`config.mk`:
```
export PLATFORM = sky130hd
export DESIGN_NAME = lfs_status_regs
export DESIGN_NICKNAME = d
export VERILOG_FILES = /design/src/core/lfs_pin_sync.v /design/src/core/lfs_irq.v /design/src/core/lfs_status_regs.v
export VERILOG_INCLUDE_DIRS = /design/src /design/src/include
export SDC_FILE = /design/constraint.sdc
export NUM_CORES = 1
export LEC_CHECK = 0
export BUFFER_PORTS_ARGS = -buffer_cell sky130_fd_sc_hd__buf_2
export CORE_UTILIZATION = 45
export DETAILED_ROUTE_END_ITERATION = 10
export PLACE_DENSITY = 0.79
export SYNTH_ARGS = -nofsm -noshare
export SYNTH_HDL_FRONTEND = slang
export SYNTH_SLANG_ARGS = --single-unit
```
`constraint.sdc`:
```
create_clock -name sys_clk -period 1.7 [get_ports sys_clk]
set_input_delay 0.17 -clock sys_clk [delete_from_list [all_inputs] [get_ports sys_clk]]
set_output_delay 0.17 -clock sys_clk [all_outputs]
set_load 0.1 [all_outputs]
```
`src/include/lfs_defs.vh`:
```
`ifndef LFS_DEFS_VH
`define LFS_DEFS_VH

// ----------------------------------------
// register indices (byte address = 4 * index)
// ----------------------------------------
`define LFS_IDX_LINK_STAT   6'h14
`define LFS_IDX_RSVD_A      6'h15
`define LFS_IDX_RSVD_B      6'h16
`define LFS_IDX_RSVD_C      6'h17
`define LFS_IDX_RSVD_D      6'h18
`define LFS_IDX_RSVD_E      6'h19
`define LFS_IDX_RSVD_F      6'h1a
`define LFS_IDX_RSVD_G      6'h1b
`define LFS_IDX_RSVD_H      6'h1c
`define LFS_IDX_PIN_LEVELS  6'h1d
`define LFS_IDX_DEV_ID      6'h1e
`define LFS_IDX_CAP_REV     6'h1f
`define LFS_IDX_IRQ_STAT    6'h20
`define LFS_IDX_IRQ_MASK    6'h21

// ----------------------------------------
// reset and fixed contents
// ----------------------------------------
`define LFS_RST_RSVD_A      8'h20
`define LFS_RST_RSVD_B      8'h30
`define LFS_RST_RSVD_C      8'h54
`define LFS_RST_RSVD_D      8'h30
`define LFS_RST_RSVD_E      8'hc8
`define LFS_RST_RSVD_F      8'h00
`define LFS_RST_RSVD_G      8'h00
`define LFS_RST_RSVD_H      8'h00
`define LFS_RST_PRBS        1'h0
`define LFS_RST_IRQ         3'h0

// ----------------------------------------
// wire fault codes
// ----------------------------------------
`define LFS_FAULT_SUPPLY    2'h0
`define LFS_FAULT_GROUND    2'h1
`define LFS_FAULT_NORMAL    2'h2
`define LFS_FAULT_OPEN      2'h3

// ----------------------------------------
// field positions
// ----------------------------------------
`define LFS_PRBS_BIT        7
`define LFS_NEG_HI          3
`define LFS_NEG_LO          2
`define LFS_POS_HI          1
`define LFS_POS_LO          0
`define LFS_CAP_BIT         4
`define LFS_EV_PRBS         0
`define LFS_EV_FAULT        1
`define LFS_EV_PINS         2
`define LFS_NUM_EV          3
`define LFS_NUM_PINS        4

`endif

```
`src/core/lfs_pin_sync.v`:
```
`timescale 1ns/1ps
// three-stage sampler; level changes only when stages two and three agree
module lfs_pin_sync #(
    parameter WIDTH = 4
) (
    input  wire             sys_clk,
    input  wire             rst,
    input  wire [WIDTH-1:0] pin_in,
    output wire [WIDTH-1:0] level_out
);
    genvar i;
    generate
        for (i = 0; i < WIDTH; i = i + 1) begin : g_bit
            reg s1_r;
            reg s2_r;
            reg s3_r;
            reg lvl_r;
            always @(posedge sys_clk) begin
                if (rst) begin
                    s1_r  <= 1'h0;
                    s2_r  <= 1'h0;
                    s3_r  <= 1'h0;
                    lvl_r <= 1'h0;
                end else begin
                    s1_r <= pin_in[i];
                    s2_r <= s1_r;
                    s3_r <= s2_r;
                    // filters a single-cycle glitch after metastability
                    if (s2_r == s3_r) begin
                        lvl_r <= s3_r;
                    end
                end
            end
            assign level_out[i] = lvl_r;
        end
    endgenerate
endmodule

```
`src/core/lfs_irq.v`:
```
`timescale 1ns/1ps
`include "lfs_defs.vh"
// sticky event bits, write-one-to-clear, set wins over clear
module lfs_irq (
    input  wire                    sys_clk,
    input  wire                    rst,
    input  wire [`LFS_NUM_EV-1:0]  event_in,
    input  wire [`LFS_NUM_EV-1:0]  clear_in,
    input  wire [`LFS_NUM_EV-1:0]  mask_in,
    output wire [`LFS_NUM_EV-1:0]  status_out,
    output wire                    irq_out
);
    reg  [`LFS_NUM_EV-1:0] status_r;
    wire [`LFS_NUM_EV-1:0] status_nxt;

    assign status_nxt = (status_r & ~clear_in) | event_in;

    always @(posedge sys_clk) begin
        if (rst) begin
            status_r <= `LFS_RST_IRQ;
        end else begin
            status_r <= status_nxt;
        end
    end

    assign status_out = status_r;
    assign irq_out    = |(status_r & mask_in);
endmodule

```
`src/core/lfs_status_regs.v`:
```
`timescale 1ns/1ps
`include "lfs_defs.vh"
// Notes on behaviour
// - bit 7 of link status reads 1 only after prbs test passed, else 0
// - negative wire fault code in bits 3:2, normal 10 after reset
// - positive wire fault code in bits 1:0, normal 10 after reset
// - fixed 8-bit device identifier, read only, writes ignored
module lfs_status_regs #(
    parameter [7:0] DEV_ID   = 8'h5a, // arbitrary value
    parameter [3:0] REVISION = 4'h1,  // arbitrary value
    parameter       CAP_FLAG = 1'b0
) (
    input  wire        sys_clk,
    input  wire        rst,
    input  wire        wb_cyc_i,
    input  wire        wb_stb_i,
    input  wire        wb_we_i,
    input  wire [7:0]  wb_adr_i,
    input  wire [3:0]  wb_sel_i,
    input  wire [31:0] wb_dat_i,
    output wire [31:0] wb_dat_o,
    output wire        wb_ack_o,
    input  wire        prbs_done_ok,
    input  wire [1:0]  neg_wire_fault_code,
    input  wire [1:0]  pos_wire_fault_code,
    input  wire        cable_type_pin_level,
    input  wire        coax_input_select_level,
    input  wire        control_iface_select_level,
    input  wire        local_ctrl_channel_enable_level,
    output wire        irq
);
    // ----------------------------------------
    // status capture
    // ----------------------------------------
    reg        prbs_pass_flag_r;
    reg  [1:0] neg_fault_r;
    reg  [1:0] pos_fault_r;
    wire [3:0] pin_lvl;
    reg  [3:0] pin_lvl_d_r;

    lfs_pin_sync #(
        .WIDTH (`LFS_NUM_PINS)
    ) u_sync (
        .sys_clk   (sys_clk),
        .rst       (rst),
        .pin_in    ({cable_type_pin_level, coax_input_select_level,
                     control_iface_select_level, local_ctrl_channel_enable_level}),
        .level_out (pin_lvl)
    );

    always @(posedge sys_clk) begin
        if (rst) begin
            prbs_pass_flag_r <= `LFS_RST_PRBS;
            neg_fault_r      <= `LFS_FAULT_NORMAL;
            pos_fault_r      <= `LFS_FAULT_NORMAL;
            pin_lvl_d_r      <= 4'h0;
        end else begin
            prbs_pass_flag_r <= prbs_done_ok;
            neg_fault_r      <= neg_wire_fault_code;
            pos_fault_r      <= pos_wire_fault_code;
            pin_lvl_d_r      <= pin_lvl;
        end
    end

    // ----------------------------------------
    // events and interrupt
    // ----------------------------------------
    wire [2:0] ev;
    wire [2:0] ev_clr;
    wire [2:0] ev_stat;
    reg  [2:0] irq_mask_r;

    assign ev[`LFS_EV_PRBS]  = prbs_done_ok & ~prbs_pass_flag_r;
    assign ev[`LFS_EV_FAULT] = (neg_wire_fault_code != neg_fault_r) |
                               (pos_wire_fault_code != pos_fault_r);
    assign ev[`LFS_EV_PINS]  = pin_lvl != pin_lvl_d_r;

    // ----------------------------------------
    // wishbone slave
    // ----------------------------------------
    reg        ack_r;
    reg  [7:0] rdata_r;
    reg  [7:0] rdata_nxt;
    wire [5:0] idx;
    wire       req;
    wire       wr_lo;

    assign idx   = wb_adr_i[7:2];
    assign req   = wb_cyc_i & wb_stb_i & ~ack_r;
    assign wr_lo = req & wb_we_i & wb_sel_i[0];
    assign ev_clr = (wr_lo && idx == `LFS_IDX_IRQ_STAT) ? wb_dat_i[2:0] : 3'h0;

    lfs_irq u_irq (
        .sys_clk    (sys_clk),
        .rst        (rst),
        .event_in   (ev),
        .clear_in   (ev_clr),
        .mask_in    (irq_mask_r),
        .status_out (ev_stat),
        .irq_out    (irq)
    );

    always @* begin
        case (idx)
            `LFS_IDX_LINK_STAT:  rdata_nxt = {prbs_pass_flag_r, 3'h0, neg_fault_r, pos_fault_r};
            `LFS_IDX_RSVD_A:     rdata_nxt = `LFS_RST_RSVD_A;
            `LFS_IDX_RSVD_B:     rdata_nxt = `LFS_RST_RSVD_B;
            `LFS_IDX_RSVD_C:     rdata_nxt = `LFS_RST_RSVD_C;
            `LFS_IDX_RSVD_D:     rdata_nxt = `LFS_RST_RSVD_D;
            `LFS_IDX_RSVD_E:     rdata_nxt = `LFS_RST_RSVD_E;
            `LFS_IDX_RSVD_F:     rdata_nxt = `LFS_RST_RSVD_F;
            `LFS_IDX_RSVD_G:     rdata_nxt = `LFS_RST_RSVD_G;
            `LFS_IDX_RSVD_H:     rdata_nxt = `LFS_RST_RSVD_H;
            `LFS_IDX_PIN_LEVELS: rdata_nxt = {pin_lvl, 4'h0};
            `LFS_IDX_DEV_ID:     rdata_nxt = DEV_ID;
            `LFS_IDX_CAP_REV:    rdata_nxt = {3'h0, CAP_FLAG, REVISION};
            `LFS_IDX_IRQ_STAT:   rdata_nxt = {5'h0, ev_stat};
            `LFS_IDX_IRQ_MASK:   rdata_nxt = {5'h0, irq_mask_r};
            default:             rdata_nxt = 8'h00;
        endcase
    end

    // only the mask and the irq status (write-one-to-clear) take writes; every other index drops them
    always @(posedge sys_clk) begin
        if (rst) begin
            ack_r      <= 1'h0;
            rdata_r    <= 8'h00;
            irq_mask_r <= `LFS_RST_IRQ;
        end else begin
            ack_r   <= req;
            rdata_r <= req ? rdata_nxt : 8'h00;
            if (wr_lo && idx == `LFS_IDX_IRQ_MASK) begin
                irq_mask_r <= wb_dat_i[2:0];
            end
        end
    end

    assign wb_ack_o = ack_r;
    assign wb_dat_o = {24'h000000, rdata_r};
endmodule

```
==> flow_metrics.tcl, run 1 <==
set metrics [dict create \
    outcome "completed" \
    async_flop_share_pct 0 \
    netlist-cell-type-count 40 \
    vias 1345 \
    r2r_start "wb_ack_o" \
    dr.pass1.iters 4 \
    powerDensity_nw_per_um2 1050 \
    cts_setup_buffers 0 \
    clockBufferDepth 2 \
    maxSlewHeadroom_pct 65.8 \
    grt_max_degree 32 \
    clk_pin_slew_worst_paths_ns 0.08 \
    nFillCells 364 \
    synth_seq_area_share_pct 44.3 \
    grt_first_pass_wirelength_mm 5.03 \
    first_global_vias 1119 \
    die_area_sq_um 4280 \
    initial_utilization_pct 48.3 \
    drive_gt1_share_pct 25.4 \
    dp_hpwl_mm 2.19 \
    dpl_worst_slack_ns 0.0390 \
    finClkSkew_ns 0.00543 \
    synth_edf_count 0 \
    synthFlopType "dfxtp_1" \
    cp.required_ns 1.53 \
    syn-instance-count 196 \
    drt_first_iter_violations 97 \
    arrival_ns 1.31 \
    ctsHoldBuffers 0 \
    clock_latency_ns 0.30 \
    yosys.area.top_type "dfxtp_1" \
    total_leakage_power_nw 0.889 \
    synth.top_cell.area_share_pct 44.3 \
    finalHoldViolCount 0 \
    clockRootBuffer "clkbuf_8" \
    final_cell_mix "dfxtp_1, buf_2, conb_1" \
    num_rows 22 \
    vdd_ir_drop_max_mv 0.514 \
    setup_viol 0 \
    tns_ns 0 \
    numCtsBuffers 5 \
    critPathMaxFanout 3 \
    antenna_found_initial 0 \
    cp-end-kind "output port" \
    area_delta_synth_final_pct 14.0 \
    diodes 0 \
    ys_warn_count 0 \
    worst_slack_ns 0.217 \
    yosys-top-cells-area "dfxtp_1, buf_4, nor2b_1, xor2_1, a21oi_1" \
    wire_per_inst_um 11.0 \
    worst_pin_slew_ns 0.507 \
    hold_class "input pin to flip-flop" \
    grt_overflow 0 \
    finalWirelength_mm 3.09 \
    start_kind "flip-flop" \
    crit_start "u_irq.status_out[2]" \
    die_h_um 65.4 \
    core_sq_um 3740 \
    die_x_um 65.4 \
    ioPinCount 92 \
    cts-htree-levels 2 \
    fmaxAchievable_mhz 674 \
    finalCritPeriodShare_pct 87.2 \
    cts_sinks 40 \
    postSynthAreaPerCell_sq_um 9.22 \
    r2r_setup_slack_ns 0.26 \
    gp_congestion 0.816 \
    crit_end "irq" \
    dpl_cell_area_sq_um 1940 \
    reg2reg_to "rdata_r[5]" \
    drc_errors 0 \
    finish.instance_area_sq_um 2060 \
    cts_tree "built" \
    final.min_clock_period_ns 1.48 \
    rsz0062_at_grt "false" \
    netlist_area_sq_um 1810 \
    grt_use_total_pct 15.9 \
    ys_ff_latch 40 \
    cts_resized 0 \
    fin_total_pwr_mw 2.17 \
    cap_violations 0 \
    critPathKind "flip-flop to output port" \
    slew_violations 0 \
    timing.hold.ws_ns 0.0741 \
    mostFrequentLayoutCell "dfxtp_1" \
    nNetsFinal 289 \
    ant_nets 0 \
    routed_via_density 4.80 \
    reg2reg_depth 3 \
    io_buffers 33 \
]
[worst max-delay path, cell delays in order (launching register included)]
cell	delay, ns
dfxtp_1	0.33
a222oi_1	0.34
inv_1	0.06
buf_2	0.29
[stage by stage]
stage / util [%] / instances
after floorplan: - / 219
after global placement: 51.8 / 272
after detailed placement: 51.8 / 272
after CTS: 55.0 / 280
after global routing: 55.0 / 280
final: 55.0 / 280
[how the worst min path moves through the flow]
| stage | from | end | slack (ns) | cells past startpoint |
|---|---|---|---|---|
| final | rst | wb_ack_o | 0.07 | 2 |
| after global routing | neg_wire_fault_code[1] | neg_fault_r[1] | 0.07 | 2 |
| after CTS | rst | wb_ack_o | 0.06 | 2 |
| after detailed placement | rst | wb_ack_o | 0.38 | 2 |
| after global placement | rst | wb_ack_o | 0.38 | 2 |
| after floorplan | rst | wb_ack_o | 0.24 | 1 |
[sequential cells by signal, indices dropped and copies added, names as in the netlist]
register            cells
prbs_pass_flag_r        1
rdata_r                 8
neg_fault_r             2
u_sync.g_bit.s1_r       4
wb_ack_o                1
pos_fault_r             2
pin_lvl_d_r             4
u_sync.g_bit.s2_r       4
u_irq.status_out        3
u_sync.g_bit.s3_r       4
u_sync.g_bit.lvl_r      4
irq_mask_r              3
[cells by family after synthesis]
family / Yosys count / synth area share (%)
AOI/OAI and AO/OA: 35 / 12.0
xor gates and xnor gates: 9 / 4.36
buffers and inverters: 39 / 13.1
DFF: 40 / 44.3
muxes: 4 / 2.21
other: 1 / 0.207
and+or+nand+nor: 68 / 23.8
[Yosys cell counts (2+ instances only)]
| library cell | instances |
|---|---|
| dfxtp_1 | 40 |
| or2_2 | 3 |
| nand2b_1 | 2 |
| nor2_1 | 7 |
| o21ai_0 | 7 |
| a31oi_1 | 3 |
| clkbuf_1 | 7 |
| nand3b_1 | 3 |
| nor3b_1 | 3 |
| inv_1 | 7 |
| nor2b_1 | 21 |
| buf_4 | 24 |
| nor4_1 | 3 |
| a21oi_1 | 14 |
| nor2_2 | 3 |
| mux2i_1 | 4 |
| a22oi_1 | 3 |
| nand2_1 | 10 |
| xor2_1 | 9 |
| or3b_2 | 2 |
| a31o_2 | 2 |
[per-layer routing]
layer	GRT usage, %	vias up	wire [um]
met2	23.2	50	1290
li1	-	682	-
met4	8.15	0	65
met3	5.56	6	272
met5	0	-	0
met1	20.4	607	1470
[where the power goes]
part	internal, mW	switching (mW)
registers	0.961	0.0136
clock network	0.480	0.333
logic	0.0669	0.316
total	1.51	0.663
[area by class of cell]
type | count | area [sq um] | share of cell area [%]
clock inverters | 2 | 38.8 | 1.88
multi-input cells | 140 | 856 | 41.5
well taps | 48 | 60.1 | 2.91
inverters | 7 | 26.3 | 1.28
repair buffers | 37 | 195 | 9.47
clock buffers | 6 | 82.6 | 4.01
flip-flops and latches | 40 | 802 | 38.9
Note: power is estimated with default switching activity, not from simulation.
==> run 2: changes to the inputs <==
--- a/config.mk
+++ b/config.mk
@@ -6,10 +6,12 @@
 export SDC_FILE = /design/constraint.sdc
 export NUM_CORES = 1
 export LEC_CHECK = 0
+export ABC_AREA = 1
 export BUFFER_PORTS_ARGS = -buffer_cell sky130_fd_sc_hd__buf_2
 export CORE_UTILIZATION = 45
 export DETAILED_ROUTE_END_ITERATION = 10
 export PLACE_DENSITY = 0.79
 export SYNTH_ARGS = -nofsm -noshare
 export SYNTH_HDL_FRONTEND = slang
+export SYNTH_HIERARCHICAL = 1
 export SYNTH_SLANG_ARGS = --single-unit
==> run 2 against run 1 <==
Wire length grew 1.5%. Non-clock buffer count decreased by 3. Critical endpoint unchanged. Global-route usage up 0.065 points. Die area up 3.6%. Via count up 10%. Largest cell class is now flip-flops and latches. Clock skew up 0.0071 ns. Sequential power hardly changed. Combinational power is 3% lower. Clock-buffer cell count fell by 1.
==> flow_metrics.tcl, run 2 <==
set metrics [dict create \
    outcome "completed" \
    ioPinCount 92 \
    yosys.area.top_type "dfxtp_1" \
    intPower_mw 1.46 \
    clock_latency_ns 0.30 \
    min-delay-start "cable_type_pin_level" \
    die_x_um 66.6 \
    critPathKind "flip-flop to output port" \
    crit_buf_inv 1 \
    ant_nets 0 \
    dr.pass1.iters 6 \
    gp_congestion 0.877 \
    grt_use_total_pct 15.9 \
    cp.required_ns 1.53 \
    area_delta_synth_final_pct 11.3 \
    mostFrequentLayoutCell "nor2_1" \
    synth_seq_area_share_pct 42.7 \
    power.share.clock_pct 36.9 \
    finalHoldViolCount 0 \
    numCtsBuffers 5 \
    finalCritPeriodShare_pct 83.2 \
    slew_violations 0 \
    antenna_found_initial 0 \
    drc_errors 0 \
    timing.hold.ws_ns 0.0718 \
    dp_hpwl_mm 2.47 \
    regMostFlops "rdata_r" \
    diodes 0 \
    powerDensity_nw_per_um2 1020 \
    worst_slack_ns 0.286 \
    seqPwrFrac_pct 45.6 \
    synth.top_cell.area_share_pct 42.7 \
    grt_overflow 0 \
    io_buffers 33 \
    grt_max_degree 17 \
    clk_pin_slew_worst_paths_ns 0.09 \
    rsz0062_at_grt "false" \
    ys_warn_count 6 \
    critical-path-max-stage-delay_ns 0.42 \
    grt_first_pass_wirelength_mm 5.21 \
    nNetsFinal 348 \
    total_leakage_power_nw 1.04 \
    initial_utilization_pct 46.9 \
    first_global_vias 1226 \
    drt_first_iter_violations 159 \
    dpl_worst_slack_ns 0.498 \
    synthMostInstantiatedCell "nor2_1" \
    cts-htree-levels 2 \
    clockBufferDepth 2 \
    power.switching_mw 0.677 \
    postSynthAreaPerCell_sq_um 7.33 \
    wire_per_inst_um 9.20 \
    cts_setup_buffers 0 \
    cts_sinks 40 \
    synth_common_cells "nor2_1, dfxtp_1, inv_1" \
    largest_register_ffs 8 \
    power.share.combinational_pct 17.4 \
    cp-end-kind "output port" \
    synth_edf_count 0 \
    setup_viol 0 \
    final_cell_mix "nor2_1, dfxtp_1, inv_1" \
    worstPathCellList "nand2_1 > nand3_1 > buf_2" \
    fmaxAchievable_mhz 707 \
    async_flop_share_pct 0 \
    clockRootBuffer "clkbuf_8" \
    crit_family "buffers and inverters" \
    final.min_clock_period_ns 1.41 \
    start_kind "flip-flop" \
    cap_violations 0 \
    die_area_sq_um 4430 \
    finalWirelength_mm 3.14 \
    ys_ff_latch 40 \
    finClkSkew_ns 0.0126 \
    die_h_um 66.6 \
    cts_tree "built" \
    arrival_ns 1.24 \
    drive_gt1_share_pct 21.6 \
    switching_share_pct 31.7 \
    routed_via_density 4.35 \
    core_sq_um 4000 \
    ctsHoldBuffers 0 \
    cts_resized 0 \
    crit_path_top_delay_cell "buf_2" \
    vdd_ir_drop_max_mv 0.543 \
    critPathMaxFanout 3 \
    synthFlopType "dfxtp_1" \
    hold_class "input pin to flip-flop" \
    r2r_start "wb_ack_o" \
    netlist_area_sq_um 1880 \
    netlist-cell-type-count 24 \
    tns_ns 0 \
    vias 1483 \
    syn-instance-count 256 \
    yosys-top-cells-area "dfxtp_1, buf_4, nor2_1, inv_1, nand2_1" \
    num_rows 23 \
    crit_start "irq_mask_r[1]" \
]
-- run 2: power groups by stage --
stage               clock (mW)  sequential [mW]  combinational, mW
floorplan                    0             1.00              0.354
global placement             0            0.994              0.369
detailed placement           0            0.996              0.372
CTS                      0.810            0.974              0.373
global route             0.857            0.976              0.395
finish                   0.789            0.974              0.372
-- run 2: layout make-up --
class	count	area, sq um
Tap cell	50	62.6
Sequential cell	40	801
Clock inverter	3	46.3
Clock buffer	5	68.8
Multi-Input combinational cell	166	774
Timing Repair Buffer	34	173
Inverter	43	161
Fill cell	404	1910
-- run 2: final timing paths --
path / to / slack, ns / depth (start not counted)
worst max-delay path: irq / 0.29 / 3
worst min-delay path: u_sync/g_bit[3].s1_r / 0.07 / 3
worst max register to register: rdata_r[0] / 0.51 / 4
worst min register to register: u_sync/g_bit[2].s2_r / 0.40 / 2
-- run 2: worst reg2reg max path: stages, from the launching register on --
cell and delay (ns):
dfxtp_1 0.31, nand3b_1 0.19, or2_0 0.32, o21bai_4 0.23
nor2_1 0.09
-- run 2: cells by family (layout without fill, tap and decap cells) --
| kind of cell | Yosys count | in the layout | synth area share (%) |
|---|---|---|---|
| AND/OR/NAND/NOR | 112 | 112 | 26.2 |
| buffers and inverters | 73 | 85 | 20.6 |
| flip-flops | 40 | 40 | 42.7 |
| AO/OA/AOI/OAI | 22 | 22 | 6.60 |
| XOR/XNOR | 8 | 8 | 3.74 |
| other | 1 | 24 | 0.200 |
-- run 2: per-layer routing --
metal / part of all wire, % / GRT usage [%] / vias to the layer above / routed length [um]
li1: - / - / 778 / -
met1: 43 / 18.4 / 651 / 1350
met2: 50 / 26.9 / 50 / 1570
met3: 6.1 / 4.79 / 4 / 192
met4: 0.92 / 6.91 / 0 / 29
met5: 0 / 0 / - / 0
-- run 2: through the flow --
stage / instances / instance area (sq um) / power, mW / utilization [%]
6_report: 341 / 2090 / 2.13 / 52.2
5_1_grt: 341 / 2090 / 2.23 / 52.2
4_1_cts: 341 / 2090 / 2.16 / 52.2
3_5_place_dp: 333 / 1970 / 1.37 / 49.3
3_3_place_gp: 333 / 1970 / 1.36 / 49.3
2_1_floorplan: 279 / 1960 / 1.36 / -
